`src/ulf_pkg.sv`:
```
// package: register map, field positions and carrier types for the line-format block
package ulf_pkg;
   localparam logic [15:0] ULF_LINE_FORMAT_ADDR = 16'hFFA2;
   localparam logic [7:0] ULF_LINE_FORMAT_RESET = 8'h00;
   localparam int ULF_WIDTH_LSB = 0;
   localparam int ULF_STOP_BIT = 2;
   localparam int ULF_PAR_ON_BIT = 3;
   localparam int ULF_PAR_EVEN_BIT = 4;
   localparam int ULF_PAR_FORCE_BIT = 5;
   localparam int ULF_BREAK_BIT = 6;
   localparam int ULF_QUEUE_BIT = 7;
   localparam logic [1:0] ULF_WIDTH_5 = 2'h0;
   localparam logic [3:0] ULF_DATA_BITS_MIN = 4'h5;

   typedef enum logic [1:0] {
      ULF_STOP_ONE,
      ULF_STOP_ONE_HALF,
      ULF_STOP_TWO
   } ulf_stop_t;

   typedef struct packed {
      logic [3:0] data_bits;
      ulf_stop_t stop_mode;
      logic parity_on;
      logic parity_even;
      logic parity_forced;
      logic parity_force_value;
      logic line_break_force;
      logic rx_queue_on;
   } ulf_format_t;
endpackage

```
`src/ulf_line_format.sv`:
```
// line-format control register with APB slave and decoded framing outputs
//
// Decided for this implementation: the APB register port.
`timescale 1ns/1ps
module ulf_line_format (
   input wire logic pclk,
   input wire logic presetn,
   input wire logic psel,
   input wire logic penable,
   input wire logic pwrite,
   input wire logic [15:0] paddr,
   input wire logic [31:0] pwdata,
   output logic [31:0] prdata,
   output logic pready,
   output logic pslverr,
   input wire logic tx_serial_in,
   output logic serial_tx_line,
   output logic rx_queue_flush,
   output ulf_pkg::ulf_format_t format
);
   logic [7:0] line_format_control;
   logic hit;
   logic setup;
   logic write_take;
   logic [1:0] width_field;
   logic [3:0] fmt_data_bits;
   ulf_pkg::ulf_stop_t fmt_stop;
   logic fmt_parity_on;
   logic fmt_parity_even;
   logic fmt_parity_forced;
   logic fmt_force_value;
   logic fmt_break;
   logic fmt_queue_on;

   // width decode feeds the data count
   function automatic logic [3:0] ulf_data_bits(
      input logic [1:0] sel
   );
      return ulf_pkg::ULF_DATA_BITS_MIN + {2'h0, sel};
   endfunction

   function automatic ulf_pkg::ulf_stop_t ulf_stop_decode(
      input logic stop_sel,
      input logic [1:0] sel
   );
      ulf_pkg::ulf_stop_t mode;
      mode = ulf_pkg::ULF_STOP_ONE;
      if (stop_sel) begin
         if (sel == ulf_pkg::ULF_WIDTH_5) begin
            mode = ulf_pkg::ULF_STOP_ONE_HALF;
         end else begin
            mode = ulf_pkg::ULF_STOP_TWO;
         end
      end
      return mode;
   endfunction

   function automatic logic [31:0] ulf_read_word(
      input logic [7:0] value
   );
      return {24'h000000, value};
   endfunction

   // one field bit of the stored byte
   function automatic logic ulf_field_bit(
      input logic [7:0] value,
      input int pos
   );
      return value[pos];
   endfunction

   assign hit = (paddr == ulf_pkg::ULF_LINE_FORMAT_ADDR);
   // zero-wait-state slave: answer registered at the end of the setup phase
   assign setup = psel && !penable;
   // a write lands only at the edge where pready is seen high
   assign write_take = psel && penable && pready && pwrite && hit;
   assign width_field = line_format_control[ulf_pkg::ULF_WIDTH_LSB +: 2];

   // only the low byte is stored; upper write bits are ignored
   always_ff @(posedge pclk or negedge presetn) begin
      if (!presetn) begin
         line_format_control <= ulf_pkg::ULF_LINE_FORMAT_RESET;
      end else if (write_take) begin
         line_format_control <= pwdata[7:0];
      end
   end

   // pready is a one-cycle pulse, never held
   always_ff @(posedge pclk or negedge presetn) begin
      if (!presetn) begin
         pready <= 1'b0;
      end else begin
         pready <= setup;
      end
   end

   always_ff @(posedge pclk or negedge presetn) begin
      if (!presetn) begin
         pslverr <= 1'b0;
      end else if (setup && !hit) begin
         pslverr <= 1'b1;
      end else begin
         pslverr <= 1'b0;
      end
   end

   // unmapped reads return zero with an error
   always_ff @(posedge pclk or negedge presetn) begin
      if (!presetn) begin
         prdata <= 32'h00000000;
      end else if (setup && !pwrite && hit) begin
         prdata <= ulf_read_word(line_format_control);
      end else begin
         prdata <= 32'h00000000;
      end
   end

   // decoded fields registered so every output leaves a flop
   always_ff @(posedge pclk or negedge presetn) begin
      if (!presetn) begin
         fmt_data_bits <= '0;
      end else begin
         fmt_data_bits <= ulf_data_bits(width_field);
      end
   end

   // 1.5 stops only for five-bit characters
   always_ff @(posedge pclk or negedge presetn) begin
      if (!presetn) begin
         fmt_stop <= ulf_pkg::ULF_STOP_ONE;
      end else begin
         fmt_stop <= ulf_stop_decode(ulf_field_bit(line_format_control, ulf_pkg::ULF_STOP_BIT),
            width_field);
      end
   end

   always_ff @(posedge pclk or negedge presetn) begin
      if (!presetn) begin
         fmt_parity_on <= 1'b0;
      end else begin
         fmt_parity_on <= ulf_field_bit(line_format_control, ulf_pkg::ULF_PAR_ON_BIT);
      end
   end

   always_ff @(posedge pclk or negedge presetn) begin
      if (!presetn) begin
         fmt_parity_even <= 1'b0;
      end else begin
         fmt_parity_even <= ulf_field_bit(line_format_control, ulf_pkg::ULF_PAR_EVEN_BIT);
      end
   end

   always_ff @(posedge pclk or negedge presetn) begin
      if (!presetn) begin
         fmt_parity_forced <= 1'b0;
      end else begin
         fmt_parity_forced <= ulf_field_bit(line_format_control, ulf_pkg::ULF_PAR_FORCE_BIT);
      end
   end

   // forced value is the inverse of even-select; only the 0 case is defined
   always_ff @(posedge pclk or negedge presetn) begin
      if (!presetn) begin
         fmt_force_value <= 1'b0;
      end else begin
         fmt_force_value <= !ulf_field_bit(line_format_control, ulf_pkg::ULF_PAR_EVEN_BIT);
      end
   end

   always_ff @(posedge pclk or negedge presetn) begin
      if (!presetn) begin
         fmt_break <= 1'b0;
      end else begin
         fmt_break <= ulf_field_bit(line_format_control, ulf_pkg::ULF_BREAK_BIT);
      end
   end

   always_ff @(posedge pclk or negedge presetn) begin
      if (!presetn) begin
         fmt_queue_on <= 1'b0;
      end else begin
         fmt_queue_on <= ulf_field_bit(line_format_control, ulf_pkg::ULF_QUEUE_BIT);
      end
   end

   // pure wiring of flops, field order as the carrier declares it
   assign format = {
      fmt_data_bits,
      fmt_stop,
      fmt_parity_on,
      fmt_parity_even,
      fmt_parity_forced,
      fmt_force_value,
      fmt_break,
      fmt_queue_on
   };

   // flush held while the queue bit is 0
   always_ff @(posedge pclk or negedge presetn) begin
      if (!presetn) begin
         rx_queue_flush <= 1'b1;
      end else begin
         rx_queue_flush <= !ulf_field_bit(line_format_control, ulf_pkg::ULF_QUEUE_BIT);
      end
   end

   // transmitter drives its frame from the same-clock shifter; break overrides
   always_ff @(posedge pclk or negedge presetn) begin
      if (!presetn) begin
         serial_tx_line <= 1'b1;
      end else begin
         serial_tx_line <= tx_serial_in
            && !ulf_field_bit(line_format_control, ulf_pkg::ULF_BREAK_BIT);
      end
   end
endmodule // ulf_line_format

```
`config.mk`:
```
export PLATFORM = sky130hd
export DESIGN_NAME = ulf_line_format
export DESIGN_NICKNAME = d
export VERILOG_FILES = /design/src/ulf_pkg.sv /design/src/ulf_line_format.sv
export SDC_FILE = /design/constraint.sdc
export NUM_CORES = 1
export LEC_CHECK = 0
export BUFFER_PORTS_ARGS = -buffer_cell sky130_fd_sc_hd__buf_2
export CAP_MARGIN = 20
export CORE_MARGIN = 2
export CORE_UTILIZATION = 25
export CTS_CLUSTER_SIZE = 24
export DETAILED_ROUTE_END_ITERATION = 10
export GPL_ROUTABILITY_DRIVEN = 0
export PLACE_DENSITY = 0.53
export SLEW_MARGIN = 5
export SYNTH_ARGS = -nofsm -noshare
export SYNTH_HDL_FRONTEND = slang
export SYNTH_SLANG_ARGS = --single-unit
```
`constraint.sdc`:
```
create_clock -name pclk -period 1.3 [get_ports pclk]
set_input_delay 0.065 -clock pclk [delete_from_list [all_inputs] [get_ports pclk]]
set_output_delay 0.065 -clock pclk [all_outputs]
set_load 0.03 [all_outputs]
```
==> impl_metrics.ini, run 1 <==
[grt]
first_global_vias = 715
grt_pass1_wl_mm = 3.46
antenna_found_initial = 0
grt_usage_pct = 7.73
grt_max_degree = 33
grt_overflow = 0

[job]
cap_viol_max_count = 0

[setup_path]
end_kind = flop
start_kind = primary input
critPathRequiredTime_ns = 1.46
critPathKind = primary input to flop
r2r_start = pready$_DFF_PN0_
arrival_ns = 1.69
r2r_slack_ns = 0
r2r-end = line_format_control[7]$_DFFE_PN0P_
cp_max_fo = 8
r2r_cells = 3

[routing]
post_drt_wl_per_cell_um = 9.96
routed_via_density = 3.55
num_vias = 809
first_pass_iters = 2
drtIter0Drc = 15
drcViolationCount = 0
drt-total-wl_mm = 2.27
ant_nets = 0

[cts]
ctsLongestPathBuffers = 2
clk_latency_ns = 0.28
root_buffer = clkbuf_8
cts.sinks = 32
cts_tree = yes
cts_setup_buffers = 0
clk_pin_slew_ns = 0.06
htreeDepth = 2
numCtsBuffers = 5

[min_path]
hold_depth = 2
holdCritStartpoint = pwdata[3]
hp-class = primary input to flop
hold_end = line_format_control[3]$_DFFE_PN0P_

[synth]
synthTopCellsByArea = dfrtp_1, buf_4, mux2_2, and2_2, dfstp_2
synth_edf_count = 0
ys_types = 17
yosys.area.top_type_share_pct = 55.7
synthCells = 99
synth-seq-area-share_pct = 59.6
ys_async_sr_fraction_pct = 100
yosysTopAreaCell = dfrtp_1
synthesis.area_um2 = 1350
yosys-top-cells-count = buf_4, dfrtp_1, and2_2
yosysWarnings = 0
syn_avg_cell_area_um2 = 13.6
synthFlopType = dfrtp_1
yosys_register_bits = 32

[finish]
drive_gt1_share_pct = 51.9
layout.nets = 214
antenna_cells = 0
final_area_um2 = 1720
fill_cells = 536
syn_to_final_growth_pct = 27.8
multi_input_area_um2 = 400
final-seq-area_um2 = 803

[timing]
layout_setup_ws_ns = -0.233
finalClockSkew_ns = 0.00613
drv_slew = 0
fin_crit_sh_pct = 118
tns_ns = -2.59
rsz0062_at_grt = true
fmax_mhz = 653
finalHoldViolations = 0
finalCriticalPeriod_ns = 1.53
setup_viol = 16

[outcome]
status = finished with violations
violations = setup timing

[floorplan]
ios = 102
fp.coreArea_um2 = 5170
die_w_um = 77.5
die-area_um2 = 6000
dieHeight_um = 77.5
core.rowCount = 26
start_util_pct = 26.1

[power]
power.internal_mw = 1.42
power_density_nw_per_um2 = 1090
p_leak_nw = 0.961
pwr-share-clk_pct = 36.3
p_seq_share_pct = 53.4
ir_worst_vdd_v = 0.000350
switching_share_pct = 24.6
p_sw_mw = 0.463
power_frac_comb_pct = 10.3

[placement]
place_ws_ns = -0.533
post_dp_cell_area_um2 = 1580
io_buffers = 53
hpwl_mm = 1.69
==> power groups by stage <==
stage          Combinational (mW)  Clock (mW)  Sequential, mW
2_1_floorplan               0.155           0            1.03
3_3_place_gp                0.183           0            1.02
3_5_place_dp                0.183           0            1.02
4_1_cts                     0.194       0.724            1.00
5_1_grt                     0.209       0.770            1.00
6_report                    0.195       0.683            1.00
==> registers in the layout (all words and copies together) (netlist names) <==
signal               count
line_format_control      8
prdata                   8
fmt_data_bits            4
fmt_stop                 2
fmt_break                1
fmt_force_value          1
fmt_parity_even          1
fmt_parity_forced        1
fmt_parity_on            1
fmt_queue_on             1
pready                   1
pslverr                  1
rx_queue_flush           1
serial_tx_line           1
==> cell usage in the layout, fill, tap and decap left out, drive strengths merged <==
master	netlist	routed
dfrtp	30	30
nor2b	3	3
and2	10	10
clkbuf	0	6
nand4	3	3
buf	30	55
nor3b	1	1
mux2	8	8
or4	1	1
nor2	1	1
clkinv	0	1
dfstp	2	2
nand4bb	1	1
conb	1	24
or4b	1	1
inv	5	5
ha	2	2
dlygate4sd3	0	4
==> layer usage <==
layer | GRT usage, % | vias to the layer above | wire length [um]
li1 | - | 379 | -
met1 | 8.78 | 364 | 896
met2 | 12.5 | 61 | 1060
met3 | 3.26 | 5 | 280
met4 | 3.75 | 0 | 37
met5 | 0 | - | 0
==> area by class of cell <==
type | instances | share of cell area [%]
clock buffer | 6 | 4.21
clock inverter | 1 | 0.290
inverter | 5 | 1.09
multi-input combinational | 55 | 23.2
sequential | 32 | 46.6
tap | 70 | 5.08
timing repair buffer | 59 | 19.5
==> per-stage QoR <==
stage	utilization, %	instances	hold slack, ns	total power [mW]
floorplan	-	122	-0.231	1.19
global placement	30.5	217	0.105	1.20
detailed placement	30.5	217	0.108	1.20
CTS	33.2	228	0.0155	1.92
global route	33.3	228	0.0266	1.98
finish	33.3	228	0.0234	1.88
==> worst max-delay path, stage by stage <==
cell	delay (ns)
buf_6	0.09
or4b_1	0.50
or4_4	0.49
nor2_8	0.19
mux2_2	0.35
==> worst max path at each step <==
stage / from / end / slack, ns / depth (start not counted)
2_1_floorplan: paddr[2] / line_format_control[0]$_DFFE_PN0P_ / -0.36 / 4
3_3_place_gp: paddr[2] / line_format_control[1]$_DFFE_PN0P_ / -0.51 / 5
3_5_place_dp: paddr[2] / line_format_control[7]$_DFFE_PN0P_ / -0.53 / 5
4_1_cts: paddr[2] / line_format_control[7]$_DFFE_PN0P_ / -0.24 / 5
5_1_grt: paddr[2] / line_format_control[2]$_DFFE_PN0P_ / -0.27 / 5
6_report: paddr[2] / line_format_control[7]$_DFFE_PN0P_ / -0.23 / 5
==> cell families (layout without fill, tap and decap cells) <==
group	Yosys count	in the layout	share of synthesized area (%)
buf+inv	35	71	18.1
flops	32	32	59.6
simple gates	21	21	13.5
mux	8	8	6.68
fa+ha+maj	2	2	1.85
other cells	1	24	0.278
==> what timing repair did <==
item / CTS / global route
hold buffers: 4 / 0
pin swaps: 5 / 0
endpoints found under the setup margin: 16 / 16
cloned: 0 / 0
endpoints found under the hold margin: 33 / 0
gates resized for setup: 10 / 1
No activity file was read; power rests on OpenSTA's default activity.
==> run 2, diff against run 1 <==
--- a/config.mk
+++ b/config.mk
@@ -12,7 +12,7 @@
 export CTS_CLUSTER_SIZE = 24
 export DETAILED_ROUTE_END_ITERATION = 10
 export GPL_ROUTABILITY_DRIVEN = 0
-export PLACE_DENSITY = 0.53
+export PLACE_DENSITY = 0.51
 export SLEW_MARGIN = 5
 export SYNTH_ARGS = -nofsm -noshare
 export SYNTH_HDL_FRONTEND = slang
==> run 2 against run 1 <==
The run still ends with setup timing left. Sequential power is essentially flat. Clock power grew 11%. Worst hold slack got worse by 0.017 ns. Via count is 0.99% higher. Register-to-register slack about the same. Clock skew down 0.0014 ns. Clock-buffer cell count is 2 higher. Routed wire length shrank 2.5%. Final area grew 0.22%. Flip-flop and latch count is the same. Non-clock buffer count is 1 lower. Critical endpoint is now line_format_control[4]$_DFFE_PN0P_. Largest cell class unchanged.
==> impl_metrics.ini, run 2 (same netlist as run 1, synthesis figures left out) <==
[timing]
finalCriticalPeriod_ns = 1.55
finalClockSkew_ns = 0.00471
rsz0062_at_grt = true
fin_crit_sh_pct = 119
fmax_mhz = 646
finalHoldViolations = 0
tns_ns = -2.70
drv_slew = 0
setup_viol = 16
layout_setup_ws_ns = -0.248

[floorplan]
fp.coreArea_um2 = 5170
die_w_um = 77.5
dieHeight_um = 77.5
start_util_pct = 26.1
ios = 102
die-area_um2 = 6000
core.rowCount = 26

[routing]
drtIter0Drc = 9
routed_via_density = 3.58
drcViolationCount = 0
num_vias = 817
drt-total-wl_mm = 2.22
post_drt_wl_per_cell_um = 9.72
ant_nets = 0
first_pass_iters = 2

[cts]
root_buffer = clkbuf_8
cts.sinks = 32
clk_pin_slew_ns = 0.06
cts_tree = yes
clk_latency_ns = 0.28
htreeDepth = 2
numCtsBuffers = 5
ctsLongestPathBuffers = 2

[finish]
antenna_cells = 0
syn_to_final_growth_pct = 28.1
post_layout_nonfiller_instances = 228
fill_cells = 533
mostFrequentLayoutCells = buf_2, dfrtp_1, conb_1
mostFrequentLayoutCell = buf_2
drive_gt1_share_pct = 52.5
reg_top3 = line_format_control (8), prdata (8), fmt_data_bits (4)
layout.nets = 213

[setup_path]
r2r_cells = 3
start_kind = primary input
critPathKind = primary input to flop
cp_max_fo = 8
critPathRequiredTime_ns = 1.46
arrival_ns = 1.71
end_kind = flop

[placement]
placedCellCount = 217
io_buffers = 53

[power]
switching_share_pct = 24.0
power_density_nw_per_um2 = 1130
pwr-share-clk_pct = 38.9
p_leak_nw = 0.961
p_seq_share_pct = 51.4
power.internal_mw = 1.48
power_frac_comb_pct = 9.8
p_sw_mw = 0.470
ir_worst_vdd_v = 0.000365

[grt]
antenna_found_initial = 0
first_global_vias = 771
grt_overflow = 0
grt_pass1_wl_mm = 3.59
grt_usage_pct = 8.05
grt_max_degree = 33

[min_path]
hp-class = primary input to flop
hold_depth = 2

[job]
cap_viol_max_count = 0

[outcome]
violations = setup timing
status = finished with violations
## run 2: repair_timing
item,CTS,global route
buffers inserted,0,0
endpoints found under the hold margin,32,0
resized for setup,10,2
hold buffers,3,0
pin swaps,4,0
setup endpoints to repair,16,16
## run 2: layout make-up
| class | instances | area (um^2) | share of cell area [%] |
|---|---|---|---|
| timing repair buffer | 58 | 320 | 18.5 |
| tap | 70 | 87.6 | 5.07 |
| sequential | 32 | 803 | 46.5 |
| inverter | 5 | 18.8 | 1.09 |
| multi-input combinational | 55 | 408 | 23.6 |
| clock buffer | 8 | 90.1 | 5.21 |
## run 2: worst max-delay path: stages
cell and delay (ns):
buf_6 0.09, or4b_4 0.51, or4_4 0.49, nor2_8 0.20, mux2_2 0.36
## run 2: metal layers
layer	part of all wire (%)	GRT usage (%)	vias up
li1	-	-	378
met4	1.8	3.75	0
met1	40	9.45	369
met5	0	0	-
met3	13	4.19	5
met2	45	12.2	65
## run 2: power by group through the flow
stage | logic [mW] | registers [mW] | clock network [mW]
floorplan | 0.155 | 1.03 | 0
global placement | 0.182 | 1.02 | 0
detailed placement | 0.182 | 1.02 | 0
CTS | 0.191 | 1.00 | 0.785
global route | 0.206 | 1.00 | 0.842
finish | 0.190 | 1.00 | 0.759
## run 2: worst paths after layout
check,from,endpoint,slack [ns]
min in group asynchronous,presetn,line_format_control[5]$_DFFE_PN0P_,0.34
setup reg to reg,pready$_DFF_PN0_,line_format_control[4]$_DFFE_PN0P_,0.01
max in group asynchronous,presetn,serial_tx_line$_DFF_PN1_,0.64
hold / removal,pwdata[6],line_format_control[6]$_DFFE_PN0P_,0.007
hold reg to reg,line_format_control[3]$_DFFE_PN0P_,fmt_parity_on$_DFF_PN0_,0.39
setup / recovery,paddr[2],line_format_control[4]$_DFFE_PN0P_,-0.25
## run 2: stage by stage
step                      total power, mW  hold slack, ns  cell area, um^2  util, %  worst slack, ns
after floorplan                      1.19          -0.231             1440        -           -0.362
after global placement               1.20           0.107             1580     30.5           -0.516
after detailed placement             1.20           0.105             1580     30.5           -0.543
after CTS                            1.98         0.00355             1720     33.3           -0.244
after global routing                 2.05          0.0111             1730     33.4           -0.291
final                                1.95         0.00692             1730     33.4           -0.248
==> run 3, diff against run 2 <==
--- a/config.mk
+++ b/config.mk
@@ -12,6 +12,7 @@
 export CTS_CLUSTER_SIZE = 24
 export DETAILED_ROUTE_END_ITERATION = 10
 export GPL_ROUTABILITY_DRIVEN = 0
+export HOLD_SLACK_MARGIN = 0.02
 export PLACE_DENSITY = 0.51
 export SLEW_MARGIN = 5
 export SYNTH_ARGS = -nofsm -noshare
==> run 3 against run 2 <==
Via count is 1.5% higher. Largest power group unchanged. Largest cell class unchanged. Final cell count is 2.2% higher. Sequential power hardly changed. The run still ends with setup timing left. Worst setup slack worse by 0.0036 ns. Final area is 2.9% higher. First-iteration DRC count is 11% higher. Die area stayed put.
==> impl_metrics.ini, run 3 (same netlist as run 1, synthesis figures left out) <==
[outcome]
status = finished with violations
violations = setup timing

[min_path]
hold_depth = 2
hp-class = primary input to flop
holdCritStartpoint = pwdata[7]
hold_end = line_format_control[7]$_DFFE_PN0P_

[cts]
clk_latency_ns = 0.28
ctsLongestPathBuffers = 2
cts_tree = yes
root_buffer = clkbuf_8
numCtsBuffers = 5
htreeDepth = 2
cts.sinks = 32
clk_pin_slew_ns = 0.06

[routing]
met3_length_um = 292
post_drt_wl_per_cell_um = 9.67
drtIter0Drc = 10
drcViolationCount = 0
ant_nets = 0
wirelength_met1_um = 901
drt-total-wl_mm = 2.25
wl_met2_mm = 1.02
routed_via_density = 3.56
top_layer = met4
num_vias = 829
first_pass_iters = 2

[setup_path]
end_kind = flop
cp_max_fo = 8
slowest_stage = or4b_4
critPathRequiredTime_ns = 1.46
r2r_cells = 3
start_kind = primary input
arrival_ns = 1.71
critPathKind = primary input to flop
r2r_slack_ns = 0
crit_chain = buf_6 > or4b_4 > or4_4 > nor2_8 > mux2_2
cpPeakStageDelay_ns = 0.51
r2r_start = pready$_DFF_PN0_
r2r-end = line_format_control[4]$_DFFE_PN0P_

[placement]
place_ws_ns = -0.543
placedCellCount = 217
io_buffers = 53

[timing]
finalHoldViolations = 0
layout_setup_ws_ns = -0.251
fin_crit_sh_pct = 119
drv_slew = 0
finalClockSkew_ns = 0.00408
setup_viol = 16
rsz0062_at_grt = true
finalCriticalPeriod_ns = 1.55
fmax_mhz = 645

[floorplan]
die_w_um = 77.5
die-area_um2 = 6000
start_util_pct = 26.1
ios = 102
fp.coreArea_um2 = 5170
dieHeight_um = 77.5
core.rowCount = 26

[grt]
first_global_vias = 798
grt_usage_pct = 8.13
grt_pass1_wl_mm = 3.64
grt_max_degree = 33
grt_overflow = 0
antenna_found_initial = 0

[finish]
mostFrequentLayoutCells = buf_2, dfrtp_1, conb_1
fill_cells = 526
reg_top3 = line_format_control (8), prdata (8), fmt_data_bits (4)
layout.nets = 218
antenna_cells = 0
drive_gt1_share_pct = 50.9
mostFrequentLayoutCell = buf_2
syn_to_final_growth_pct = 31.8
post_layout_nonfiller_instances = 233
post-route-util_pct = 34.4

[power]
p_leak_nw = 0.982
ir_worst_vdd_v = 0.000363
power_density_nw_per_um2 = 1110
power_mw = 1.97

[job]
cap_viol_max_count = 0
==> run 3: worst max path at each step <==
| stage | startpoint | end | slack [ns] |
|---|---|---|---|
| after floorplan | paddr[2] | line_format_control[0]$_DFFE_PN0P_ | -0.36 |
| after global placement | paddr[2] | line_format_control[7]$_DFFE_PN0P_ | -0.52 |
| after detailed placement | paddr[2] | line_format_control[4]$_DFFE_PN0P_ | -0.54 |
| after CTS | paddr[2] | line_format_control[4]$_DFFE_PN0P_ | -0.24 |
| after global routing | paddr[2] | line_format_control[4]$_DFFE_PN0P_ | -0.29 |
| final | paddr[2] | line_format_control[4]$_DFFE_PN0P_ | -0.25 |
==> run 3: power breakdown <==
part	switching, mW	internal [mW]
registers	0.00147	1.00
logic	0.142	0.0605
clock network	0.329	0.431
==> run 3: metrics by stage <==
step           instance area (um^2)  hold slack (ns)  TNS [ns]
2_1_floorplan                  1440           -0.231     -4.74
3_3_place_gp                   1580            0.107     -7.58
3_5_place_dp                   1580            0.105     -7.82
4_1_cts                        1770           0.0215     -2.67
5_1_grt                        1780           0.0230     -3.39
6_report                       1780           0.0265     -2.73
==> run 3: routing by layer <==
| layer | up-vias | global-route usage (%) |
|---|---|---|
| li1 | 387 | - |
| met1 | 372 | 9.08 |
| met2 | 65 | 12.9 |
| met3 | 5 | 4.19 |
| met4 | 0 | 3.75 |
| met5 | - | 0 |
==> run 3: critical path: cells and delay by family <==
family                 cells  cell delay [ns]
buffers and inverters      1             0.09
muxes                      1             0.36
and+or+nand+nor            3             1.20
==> run 3: area by class of cell <==
cell class / instances / area [um^2] / share of cell area, %
multi-input combinational: 55 / 408 / 22.9
timing repair buffer: 63 / 370 / 20.8
sequential: 32 / 803 / 45.2
clock buffer: 8 / 90.1 / 5.07
inverter: 5 / 18.8 / 1.06
tap: 70 / 87.6 / 4.93
==> run 3: repair_timing <==
item	in CTS	in global routing
hold endpoints to repair	37	0
pin swaps	4	0
endpoints found under the setup margin	16	16
gates resized for setup	10	2
hold buffers	8	0
buffers inserted	0	0
